--- src/rtl/lsumem_pkg.sv ---
package lsumem_pkg;
	// ****************************************
	// widths
	// ****************************************
	localparam int LSUMEM_MAU_W = 8;
	localparam int LSUMEM_DATA_W = 32;
	localparam int LSUMEM_ADDR_W = 32;
	localparam int LSUMEM_LANE_SEL_W = 2;
	localparam int LSUMEM_WADDR_W = LSUMEM_ADDR_W - LSUMEM_LANE_SEL_W;
	localparam int LSUMEM_LANES = LSUMEM_DATA_W / LSUMEM_MAU_W;
	localparam int LSUMEM_OP_W = 3;

	// ****************************************
	// reset values
	// ****************************************
	localparam logic LSUMEM_SELECT_N_RST = 1'h1;
	localparam logic LSUMEM_WRITE_N_RST = 1'h1;
	localparam logic [LSUMEM_LANES-1:0] LSUMEM_MASK_RST = 4'h0;
	localparam logic [LSUMEM_LANES-1:0] LSUMEM_MASK_ALL = 4'hf;
	localparam logic [LSUMEM_LANES-1:0] LSUMEM_MASK_HALF = 4'h3;
	localparam logic [LSUMEM_LANES-1:0] LSUMEM_MASK_BYTE = 4'h1;

	// ****************************************
	// operation codes
	// ****************************************
	typedef enum logic [LSUMEM_OP_W-1:0] {
		load_word_op = 3'h0,
		load_half_unsigned_op = 3'h1,
		load_byte_unsigned_op = 3'h2,
		store_word_op = 3'h4,
		store_half_op = 3'h5,
		store_byte_op = 3'h6
	} lsumem_op_t;

	typedef enum logic {
		LSUMEM_IDLE = 1'h0,
		LSUMEM_WAIT = 1'h1
	} lsumem_state_t;
endpackage

--- src/rtl/lsumem_lane_if.sv ---
`timescale 1ns/1ps
`default_nettype none
interface lsumem_lane_if;
	import lsumem_pkg::*;
	lsumem_op_t op;
	logic [LSUMEM_LANE_SEL_W-1:0] low_addr;
	logic [LSUMEM_LANES-1:0] mask;
	logic [LSUMEM_DATA_W-1:0] wdata_in;
	logic [LSUMEM_DATA_W-1:0] wdata_lane;
	modport unit (input op, input low_addr, input wdata_in, output mask, output wdata_lane);
	modport user (output op, output low_addr, output wdata_in, input mask, input wdata_lane);
endinterface
`default_nettype wire

--- src/rtl/lsumem_lane_sel.sv ---
`timescale 1ns/1ps
`default_nettype none
module lsumem_lane_sel
	import lsumem_pkg::*;
(
	lsumem_lane_if.unit lane
);
	logic [LSUMEM_LANES-1:0] mask_d;
	logic [LSUMEM_DATA_W-1:0] data_d;

	always_comb
	begin
		mask_d = LSUMEM_MASK_ALL;
		data_d = lane.wdata_in;
		case (lane.op)
			load_half_unsigned_op, store_half_op:
			begin
				// upper dropped bit picks the halfword
				mask_d = lane.low_addr[1] ? (LSUMEM_MASK_HALF << 2) : LSUMEM_MASK_HALF; // see RQ14
				data_d = {2{lane.wdata_in[15:0]}};
			end
			load_byte_unsigned_op, store_byte_op:
			begin
				mask_d = LSUMEM_MASK_BYTE << lane.low_addr; // see RQ14
				data_d = {4{lane.wdata_in[7:0]}};
			end
			default:
			begin
				mask_d = LSUMEM_MASK_ALL; // see RQ13
				data_d = lane.wdata_in;
			end
		endcase
	end

	assign lane.mask = mask_d; // see RQ5
	assign lane.wdata_lane = data_d;
endmodule
`default_nettype wire

--- src/rtl/lsumem_port.sv ---
`timescale 1ns/1ps
`default_nettype none
// Function
// RQ1 - memory returns read word in the command cycle; the port samples it in the command cycle itself
// RQ2 - memory read output is not registered
// RQ3 - byte units, 32-bit memory words
// RQ4 - word address drops two low bits
// RQ5 - lane mask from low bits and op
// RQ6 - mask is four bits, one per lane
// RQ7 - mask one enables lane, zero leaves it
// RQ8 - select low only during memory operations
// RQ9 - memory idles while select is high
// RQ10 - write low for store, high for load
// RQ11 - memory inverts write if active high
// RQ12 - data full width, address width minus two
// RQ13 - word ops whole, narrow ops use mask
// RQ14 - halfword by bit one, byte by both
module lsumem_port
	import lsumem_pkg::*;
(
	input wire logic sys_clk_i,
	input wire logic rst_n_i,
	input wire logic req_valid_i,
	input wire logic [LSUMEM_OP_W-1:0] req_op_i,
	input wire logic [LSUMEM_ADDR_W-1:0] req_addr_i,
	input wire logic [LSUMEM_DATA_W-1:0] req_wdata_i,
	output logic load_valid_o,
	output logic [LSUMEM_DATA_W-1:0] load_data_o,
	input wire logic [LSUMEM_DATA_W-1:0] mem_read_word_i,
	output logic [LSUMEM_DATA_W-1:0] mem_write_word_o,
	output logic [LSUMEM_WADDR_W-1:0] mem_word_address_o,
	output logic mem_select_n_o,
	output logic mem_write_n_o,
	output logic [LSUMEM_LANES-1:0] byte_lane_mask_o
);
	// ****************************************
	// lane selection
	// ****************************************
	lsumem_lane_if lane_bus();
	lsumem_op_t op_w;
	logic is_store_w;
	logic is_known_w;

	assign op_w = lsumem_op_t'(req_op_i);
	assign is_store_w = req_op_i[2];
	assign is_known_w = (op_w == load_word_op) || (op_w == load_half_unsigned_op) ||
		(op_w == load_byte_unsigned_op) || (op_w == store_word_op) ||
		(op_w == store_half_op) || (op_w == store_byte_op);
	assign lane_bus.op = op_w;
	assign lane_bus.low_addr = req_addr_i[LSUMEM_LANE_SEL_W-1:0];
	assign lane_bus.wdata_in = req_wdata_i;

	lsumem_lane_sel u_lane_sel (
		.lane(lane_bus)
	);

	// ****************************************
	// memory command
	// ****************************************
	logic mem_select_n_q;
	logic mem_write_n_q;
	logic [LSUMEM_WADDR_W-1:0] mem_word_address_q;
	logic [LSUMEM_DATA_W-1:0] mem_write_word_q;
	logic [LSUMEM_LANES-1:0] byte_lane_mask_q;
	logic fire_w;

	// unknown op codes issue nothing rather than a guessed access
	assign fire_w = req_valid_i && is_known_w;

	// select stands for exactly the one command cycle
	always_ff @(posedge sys_clk_i or negedge rst_n_i)
	begin
		if (!rst_n_i)
		begin
			mem_select_n_q <= LSUMEM_SELECT_N_RST;
		end
		else
		begin
			mem_select_n_q <= !fire_w; // see RQ8
		end
	end

	always_ff @(posedge sys_clk_i or negedge rst_n_i)
	begin
		if (!rst_n_i)
		begin
			mem_write_n_q <= LSUMEM_WRITE_N_RST;
		end
		else
		begin
			// write idles high so a stray enable can never store
			mem_write_n_q <= !(fire_w && is_store_w); // see RQ10
		end
	end

	// address and data hold their last value between commands
	always_ff @(posedge sys_clk_i or negedge rst_n_i)
	begin
		if (!rst_n_i)
		begin
			mem_word_address_q <= '0;
		end
		else if (fire_w)
		begin
			mem_word_address_q <= req_addr_i[LSUMEM_ADDR_W-1:LSUMEM_LANE_SEL_W]; // see RQ4
		end
	end

	always_ff @(posedge sys_clk_i or negedge rst_n_i)
	begin
		if (!rst_n_i)
		begin
			mem_write_word_q <= '0;
		end
		else if (fire_w)
		begin
			mem_write_word_q <= lane_bus.wdata_lane; // see RQ12
		end
	end

	// an idle mask of zero keeps every lane shut between commands
	always_ff @(posedge sys_clk_i or negedge rst_n_i)
	begin
		if (!rst_n_i)
		begin
			byte_lane_mask_q <= LSUMEM_MASK_RST;
		end
		else if (fire_w)
		begin
			byte_lane_mask_q <= lane_bus.mask; // see RQ6
		end
		else
		begin
			byte_lane_mask_q <= LSUMEM_MASK_RST; // see RQ7
		end
	end

	// ****************************************
	// load return
	// ****************************************
	lsumem_state_t state_q;
	lsumem_op_t ld_op_q;
	logic [LSUMEM_LANE_SEL_W-1:0] ld_low_q;
	logic load_valid_q;
	logic [LSUMEM_DATA_W-1:0] load_data_q;
	logic [LSUMEM_DATA_W-1:0] shifted_w;
	logic [LSUMEM_DATA_W-1:0] half_shifted_w;
	logic fire_load_w;

	assign fire_load_w = fire_w && !is_store_w;

	// one wait state; back-to-back loads simply stay in it
	always_ff @(posedge sys_clk_i or negedge rst_n_i)
	begin
		if (!rst_n_i)
		begin
			state_q <= LSUMEM_IDLE;
		end
		else if (fire_load_w)
		begin
			state_q <= LSUMEM_WAIT;
		end
		else
		begin
			state_q <= LSUMEM_IDLE;
		end
	end

	// width and lane position of the load in flight
	always_ff @(posedge sys_clk_i or negedge rst_n_i)
	begin
		if (!rst_n_i)
		begin
			ld_op_q <= load_word_op;
			ld_low_q <= '0;
		end
		else if (fire_load_w)
		begin
			ld_op_q <= op_w;
			ld_low_q <= req_addr_i[LSUMEM_LANE_SEL_W-1:0];
		end
	end

	// word shows up on the read input in the command cycle itself, while select is low
	assign shifted_w = mem_read_word_i >> {ld_low_q, 3'h0}; // see RQ1
	// a halfword ignores the odd byte bit, just as its lane mask does
	assign half_shifted_w = mem_read_word_i >> {ld_low_q[1], 4'h0}; // see RQ14

	always_ff @(posedge sys_clk_i or negedge rst_n_i)
	begin
		if (!rst_n_i)
		begin
			load_valid_q <= 1'h0;
		end
		else
		begin
			case (state_q)
				LSUMEM_WAIT:
				begin
					load_valid_q <= 1'h1; // see RQ1
				end
				default:
				begin
					load_valid_q <= 1'h0;
				end
			endcase
		end
	end

	// load data holds until the next load returns
	always_ff @(posedge sys_clk_i or negedge rst_n_i)
	begin
		if (!rst_n_i)
		begin
			load_data_q <= '0;
		end
		else if (state_q == LSUMEM_WAIT)
		begin
			// captured here since the memory output is combinational
			case (ld_op_q)
				load_half_unsigned_op:
				begin
					load_data_q <= {16'h0, half_shifted_w[15:0]}; // see RQ13
				end
				load_byte_unsigned_op:
				begin
					load_data_q <= {24'h0, shifted_w[7:0]}; // see RQ3
				end
				default:
				begin
					load_data_q <= mem_read_word_i; // see RQ2
				end
			endcase
		end
	end

	assign mem_select_n_o = mem_select_n_q;
	assign mem_write_n_o = mem_write_n_q;
	assign mem_word_address_o = mem_word_address_q;
	assign mem_write_word_o = mem_write_word_q;
	assign byte_lane_mask_o = byte_lane_mask_q;
	assign load_valid_o = load_valid_q;
	assign load_data_o = load_data_q;
endmodule
`default_nettype wire

--- config.mk ---
export PLATFORM = sky130hd
export DESIGN_NAME = lsumem_port
export DESIGN_NICKNAME = d
export VERILOG_FILES = /design/src/rtl/lsumem_pkg.sv /design/src/rtl/lsumem_lane_if.sv /design/src/rtl/lsumem_lane_sel.sv /design/src/rtl/lsumem_port.sv
export SDC_FILE = /design/constraint.sdc
export NUM_CORES = 1
export LEC_CHECK = 0
export BUFFER_PORTS_ARGS = -buffer_cell sky130_fd_sc_hd__clkbuf_2
export CAP_MARGIN = 30
export CELL_PAD_IN_SITES_DETAIL_PLACEMENT = 1
export CELL_PAD_IN_SITES_GLOBAL_PLACEMENT = 1
export CORE_ASPECT_RATIO = 1.4
export CORE_UTILIZATION = 33
export CTS_BUF_LIST = sky130_fd_sc_hd__clkbuf_4 sky130_fd_sc_hd__clkbuf_8 sky130_fd_sc_hd__clkbuf_16
export DETAILED_ROUTE_END_ITERATION = 12
export PLACE_DENSITY = 0.77
export REMOVE_ABC_BUFFERS = 1
export SYNTH_ARGS = -nofsm -noshare
export SYNTH_HDL_FRONTEND = slang
export SYNTH_SLANG_ARGS = --single-unit
--- constraint.sdc ---
create_clock -name sys_clk_i -period 1.5 [get_ports sys_clk_i]
set_input_delay 0.15 -clock sys_clk_i [delete_from_list [all_inputs] [get_ports sys_clk_i]]
set_output_delay 0.15 -clock sys_clk_i [all_outputs]
set_load 0.1 [all_outputs]
Word level (Yosys, flattened, before mapping)
Index checks and enable logic that the tools add are counted.
- equality and inequality tests: 7
- shift-type cells: 3
- multiplexer cells: 7
- reduce and logical (&&, ||, !) cells: 14
- operators with widths (cell ; number):
    32-bit case mux with 2 select lines ; 2
    32-bit by 5-bit right shift with 16-bit output ; 1
    32-bit by 5-bit right shift with 8-bit output ; 1
    3-bit == test, second input constant ; 3
    4-bit 2-to-1 mux ; 2
    4-bit case mux with 2 select lines ; 1
    3-bit by 1-bit == test with 1-bit output, second input constant ; 2
    3-bit by 2-bit == test with 1-bit output, second input constant ; 2
    1-bit logical OR ; 5
    2-bit OR reduction ; 2
    1-bit by 2-bit << shifter with 4-bit output, first input constant ; 1
    1-bit logical AND ; 3
    1-bit logical NOT ; 3
    3-bit logical NOT ; 1
    1-bit 2-to-1 mux ; 2
- register bits: 107
- input port bits: 102
- output and inout port bits: 101

Depth between registers and ports, before layout
- word-level depth: 9
- depth in mapped cells: 6

Modules after synthesis
A second synthesis with hierarchy kept.
- cell total of the unflattened synthesis: 537
- area, all modules: 4988.5 sq um
- by module, submodules not included (module ; instances ; cells each ; area each (sq um) ; sequential area each (sq um)):
    lsumem_port ; 1 ; 447 ; 4446.8 ; 2680.1
    lsumem_lane_sel ; 1 ; 90 ; 541.8 ; 0.0

Worst setup path after synthesis
Ideal clock, no wire load.
- path type: register -> register
- start point: register ld_op_q[1]
- end point: register load_data_q[0] (netlist: load_data_o[0])
- library setup time: 0.080 ns
- arrival time: 1.416 ns
- setup slack: 0.004 ns
- cell stages (with the launch flop): 6
- buffers on the path: 1
- period minus slack after synthesis: 1.496 ns
- cell sequence: dfrtp_1 -> or3b_1 -> buf_6 -> o31a_4 -> o221a_1 -> o22ai_2
- longest elaborated chain between the ends: 2
- elaborated cells between the ends (all ways): 3
- those cells by class: 2 x eq/ne; 1 x mux
- ends and longest elaborated chain (element ; RTL line ; RTL):
    start: declaration ; lsumem_port.sv:142 ; lsumem_op_t ld_op_q;
    start signal: assignment ; lsumem_port.sv:174 ; ld_op_q <= load_word_op;
    start signal: assignment ; lsumem_port.sv:179 ; ld_op_q <= op_w;
    3-bit by 2-bit == test with 1-bit output or 3-bit by 1-bit == test with 1-bit output (tied branches) ; lsumem_port.sv:220 ; case (ld_op_q)
    32-bit case mux with 2 select lines * ; lsumem_port.sv:220 ;
    end signal: assignment ; lsumem_port.sv:223 ; load_data_q <= {16'h0, half_shifted_w[15:0]};
    end signal: assignment ; lsumem_port.sv:227 ; load_data_q <= {24'h0, shifted_w[7:0]};
    end signal: assignment ; lsumem_port.sv:231 ; load_data_q <= mem_read_word_i;
    end: declaration ; lsumem_port.sv:145 ; logic [LSUMEM_DATA_W-1:0] load_data_q;
Mark *: on every way between the ends. The rest lies on a longest branch, timed or not.
A chain may end at the register's enable or synchronous reset.

Worst setup path after layout
- start point: register ld_op_q[0]
- end point: register load_data_q[2] (netlist: load_data_o[2])
The elaborated chain is that of the path after synthesis.

==> flow_summary_export.csv <==
group,metric,value,unit
worst_setup_path,cp_cell_sequence,"buf_6, or3b_4, o31a_4, o221a_1, o22ai_2",
clock_network,clk_path_buf_depth,2,
flow_run,cap_violations,0,
drt,antenna_left,0,
timing,worst_slew_pin_slew,0.5727,ns
worst_hold_path,hold_class,"input pin to register",
drt,highest_layer,"met4",
final_layout,stdcell_count,830,
place,port_buffers,202,
floorplan,dieArea,15330,um^2
synthesis,synth_xor_xnor_area_share,0,%
floorplan,core_area,14440,um^2
clock_network,htreeDepth,3,
power,switching_share,49.91,%
floorplan,io_pins,203,
floorplan,dieHeight,146.1,um
synthesis,synth_edf_count,0,
worst_setup_path,cp.depth,5,
global_route,grt_usage,19.27,%
timing,fin_crit,1.482,ns
worst_setup_path,crit_fanout,8,
worst_setup_path,cp_top_family,"compound AO/OA/AOI/OAI gates",
worst_setup_path,reg2reg_depth,5,
drt,drc,0,
drt,firstDrtPassIters,4,
worst_hold_path,worstHoldStart,"req_addr_i[7]",
power,worst_ir_drop_vdd,0.0008094,V
synthesis,synth_mux_area_share,16.62,%
global_route,gr-total-overflow,0,
global_route,grt_max_degree,37,
power,p_seq_share,31.4,%
drt,vias,4266,
timing,fmax,0.6747,GHz
timing,hold_slack,0.03198,ns
place,dp_cells,808,
final_layout,syn_to_final_growth,36.35,%
clock_network,path_clk_slew,0.08,ns
synthesis,synth_compound_area_share,17.84,%
floorplan,rows,52,
power,switchingPower,5.819,mW
worst_setup_path,r2r_end,"load_data_o[2]$_DFFE_PN0P_",
drt,drt-initial-drc-count,99,
worst_setup_path,endpoint_kind,"register",
power,leakage,3.178,nW
synthesis,ys_warn_count,0,
worst_setup_path,critPathSlowestCell,"dfrtp_1",
synthesis,ys_ff_latch,107,
global_route,grt_pass1_wl,23600,um
synthesis,synth_top_family_by_area,"compound AO/OA/AOI/OAI gates",
worst_setup_path,setup.worst_path.start,"ld_op_q[0]$_DFFE_PN0P_",
place,gp_congestion,0.7802,
final_layout,final_layout_size_suffix_gt1_share,51.01,%
power,comb_power_share,47.5,%
synthesis,ys.flop_type,"dfrtp_1",
final_layout,multi_input_area,1977,um^2
clock_network,cts_buffers,9,
worst_setup_path,critPathBufInv,1,
timing,finalHoldViolCount,0,
worst_setup_path,crit_type,"register to register",
floorplan,die_w,104.9,um
drt,met3_length,716,um
synthesis,synthArstFlopShare,100.0,%
drt,wirelength,14750,um
place,hpwl,10770,um
drt,via_per_inst,5.140,
final_layout,fin_nets,738,
synthesis,synthSimpleGateAreaFrac,4.934,%
run_status,outcome,"finished, final reports clean",
final_layout,n_fill_cell,1653,
power,internal_power,5.839,mW
drt,wl_met1,5718,um
timing,relSlewSlack,61.98,%
timing,finalSetupViolations,0,
clock_network,worstSkewPairLatency,0.34,ns
synthesis,ys_types,35,
power,clkPwrFrac,21.2,%
synthesis,yosys.area_share.adder,0,%
timing,rsz0062_at_grt,"yes",
timing,finalCritPeriodShare,98.81,%
clock_network,root_buffer,"clkbuf_16",
final_layout,antenna_cells,0,
synthesis,syn_area,4895,um^2
timing,slew_violations,0,
clock_network,clock_sinks,107,
worst_setup_path,max_stage_delay,0.38,ns
floorplan,start_util,33.89,%
worst_setup_path,rrSetupSlack,0.02,ns
timing,skew,0.008178,ns
worst_setup_path,cp.required,1.76,ns
final_layout,regArea,2681,um^2
synthesis,syn_avg_cell_area,11.49,um^2
power,powerDensity,1747,nW/um^2
synthesis,syn_inst,426,
global_route,antenna_found_initial,0,
drt,wl_met2,8091,um
worst_setup_path,cp.arrival,1.75,ns
worst_setup_path,r2r_start,"ld_op_q[0]$_DFFE_PN0P_",
synthesis,ys_seq_area_share,54.75,%
worst_setup_path,critPathCapture,"load_data_o[2]$_DFFE_PN0P_",
worst_setup_path,cp-start-kind,"register",
drt,wl_per_cell,17.77,um
clock_network,tritoncts,"built",
global_route,grt_pass1_vias,4688,
-- layer usage --
metal | vias to the layer above | global-route usage, %
met5 | - | 0
met4 | 0 | 6.479
met3 | 14 | 2.857
met2 | 153 | 35.93
met1 | 2120 | 22.30
li1 | 1979 | -
-- cells in the mapped netlist, types with 2 or more instances --
cell type	n	area share, %
a31oi_1	3	0.38
inv_1	25	1.9
clkbuf_1	13	1.0
dlygate4sd1_1	2	0.36
o21ai_0	25	2.6
a21oi_1	41	4.2
buf_2	11	1.1
mux2_2	58	13
dfrtp_1	105	54
o21a_1	2	0.31
o221a_2	2	0.46
o221a_1	5	1.2
nor2_1	16	1.2
o22ai_1	48	6.1
dfstp_2	2	1.1
nor3_1	2	0.20
nand2_1	3	0.23
mux2i_1	16	3.3
nor2b_1	3	0.38
buf_6	4	0.92
nand2b_1	2	0.26
o22ai_2	7	1.8
or3b_1	2	0.36
buf_4	2	0.31
nand3_1	17	1.7
-- timing repair --
action / CTS / global route
pin swaps: 4 / 18
cloned: 0 / 3
resized for setup: 4 / 13
endpoints found under the hold margin: 27 / 0
hold buffers: 2 / 0
buffers inserted: 0 / 1
setup endpoints to repair: 7 / 16
-- sequential cells by signal (all words and copies together), names as in the netlist --
| signal | flops |
|---|---|
| byte_lane_mask_o | 4 |
| ld_low_q | 2 |
| ld_op_q | 3 |
| load_data_o | 32 |
| load_valid_o | 1 |
| mem_select_n_o | 1 |
| mem_word_address_o | 30 |
| mem_write_n_o | 1 |
| mem_write_word_o | 32 |
| state_q | 1 |
-- layout by cell type, fill, tap and decap left out, types with 5 or more instances in the layout --
| master | count |
|---|---|
| o22ai_1 | 48 |
| clkbuf_2 | 198 |
| buf_4 | 20 |
| buf_12 | 6 |
| dfrtp_1 | 104 |
| o22ai_2 | 7 |
| nand3_1 | 17 |
| mux2_2 | 58 |
| mux2i_1 | 16 |
| clkbuf_16 | 11 |
| a21oi_1 | 38 |
| o221a_1 | 5 |
| o21ai_0 | 22 |
| inv_1 | 25 |
| nor2_1 | 16 |
-- stage by stage --
stage               power, mW  instance area [um^2]  setup slack (ns)  util (%)  setup TNS (ns)
floorplan               7.855                  4710           -0.4566         -          -8.459
global placement        8.949                  6223          -0.02864     43.09        -0.05962
detailed placement      9.069                  6223           -0.1028     43.09         -0.3418
CTS                     11.61                  6569         -0.002431     45.48       -0.002431
global route            12.09                  6674          -0.04091     46.21         -0.2438
finish                  11.66                  6674           0.01778     46.21               0
-- final cells by class --
class | instances | share of cell area [%]
repair buffers | 232 | 20.53
flip-flops and latches | 107 | 40.18
clock buffers | 9 | 3.375
inverters | 27 | 1.519
clock inverters | 7 | 1.237
multi-input cells | 259 | 29.62
well taps | 189 | 3.543
-- power by group through the flow --
stage          combinational, mW  sequential [mW]  clock, mW
2_1_floorplan              0.899             6.96          0
3_3_place_gp                5.27             3.68          0
3_5_place_dp                5.35             3.71          0
4_1_cts                     5.39             3.66       2.56
5_1_grt                     5.74             3.72       2.63
6_report                    5.53             3.66       2.47
-- worst min-delay path by stage --
stage	to	slack (ns)	cells after the start
after floorplan	byte_lane_mask_o[0]$_DFF_PN0_	-0.15	0
after global placement	load_data_o[3]$_DFFE_PN0P_	0.13	1
after detailed placement	load_data_o[3]$_DFFE_PN0P_	0.14	1
after CTS	mem_word_address_o[12]$_DFFE_PN0P_	0.01	2
after global routing	mem_word_address_o[5]$_DFFE_PN0P_	0.02	2
final	mem_word_address_o[5]$_DFFE_PN0P_	0.03	2
-- cells by family (layout without fill, tap and decap cells) --
family / after synthesis / after routing
compound gates: 137 / 137
flops: 107 / 107
mux: 74 / 74
buf+inv: 60 / 275
simple gates: 48 / 48
(Power assumes the default switching activity.)
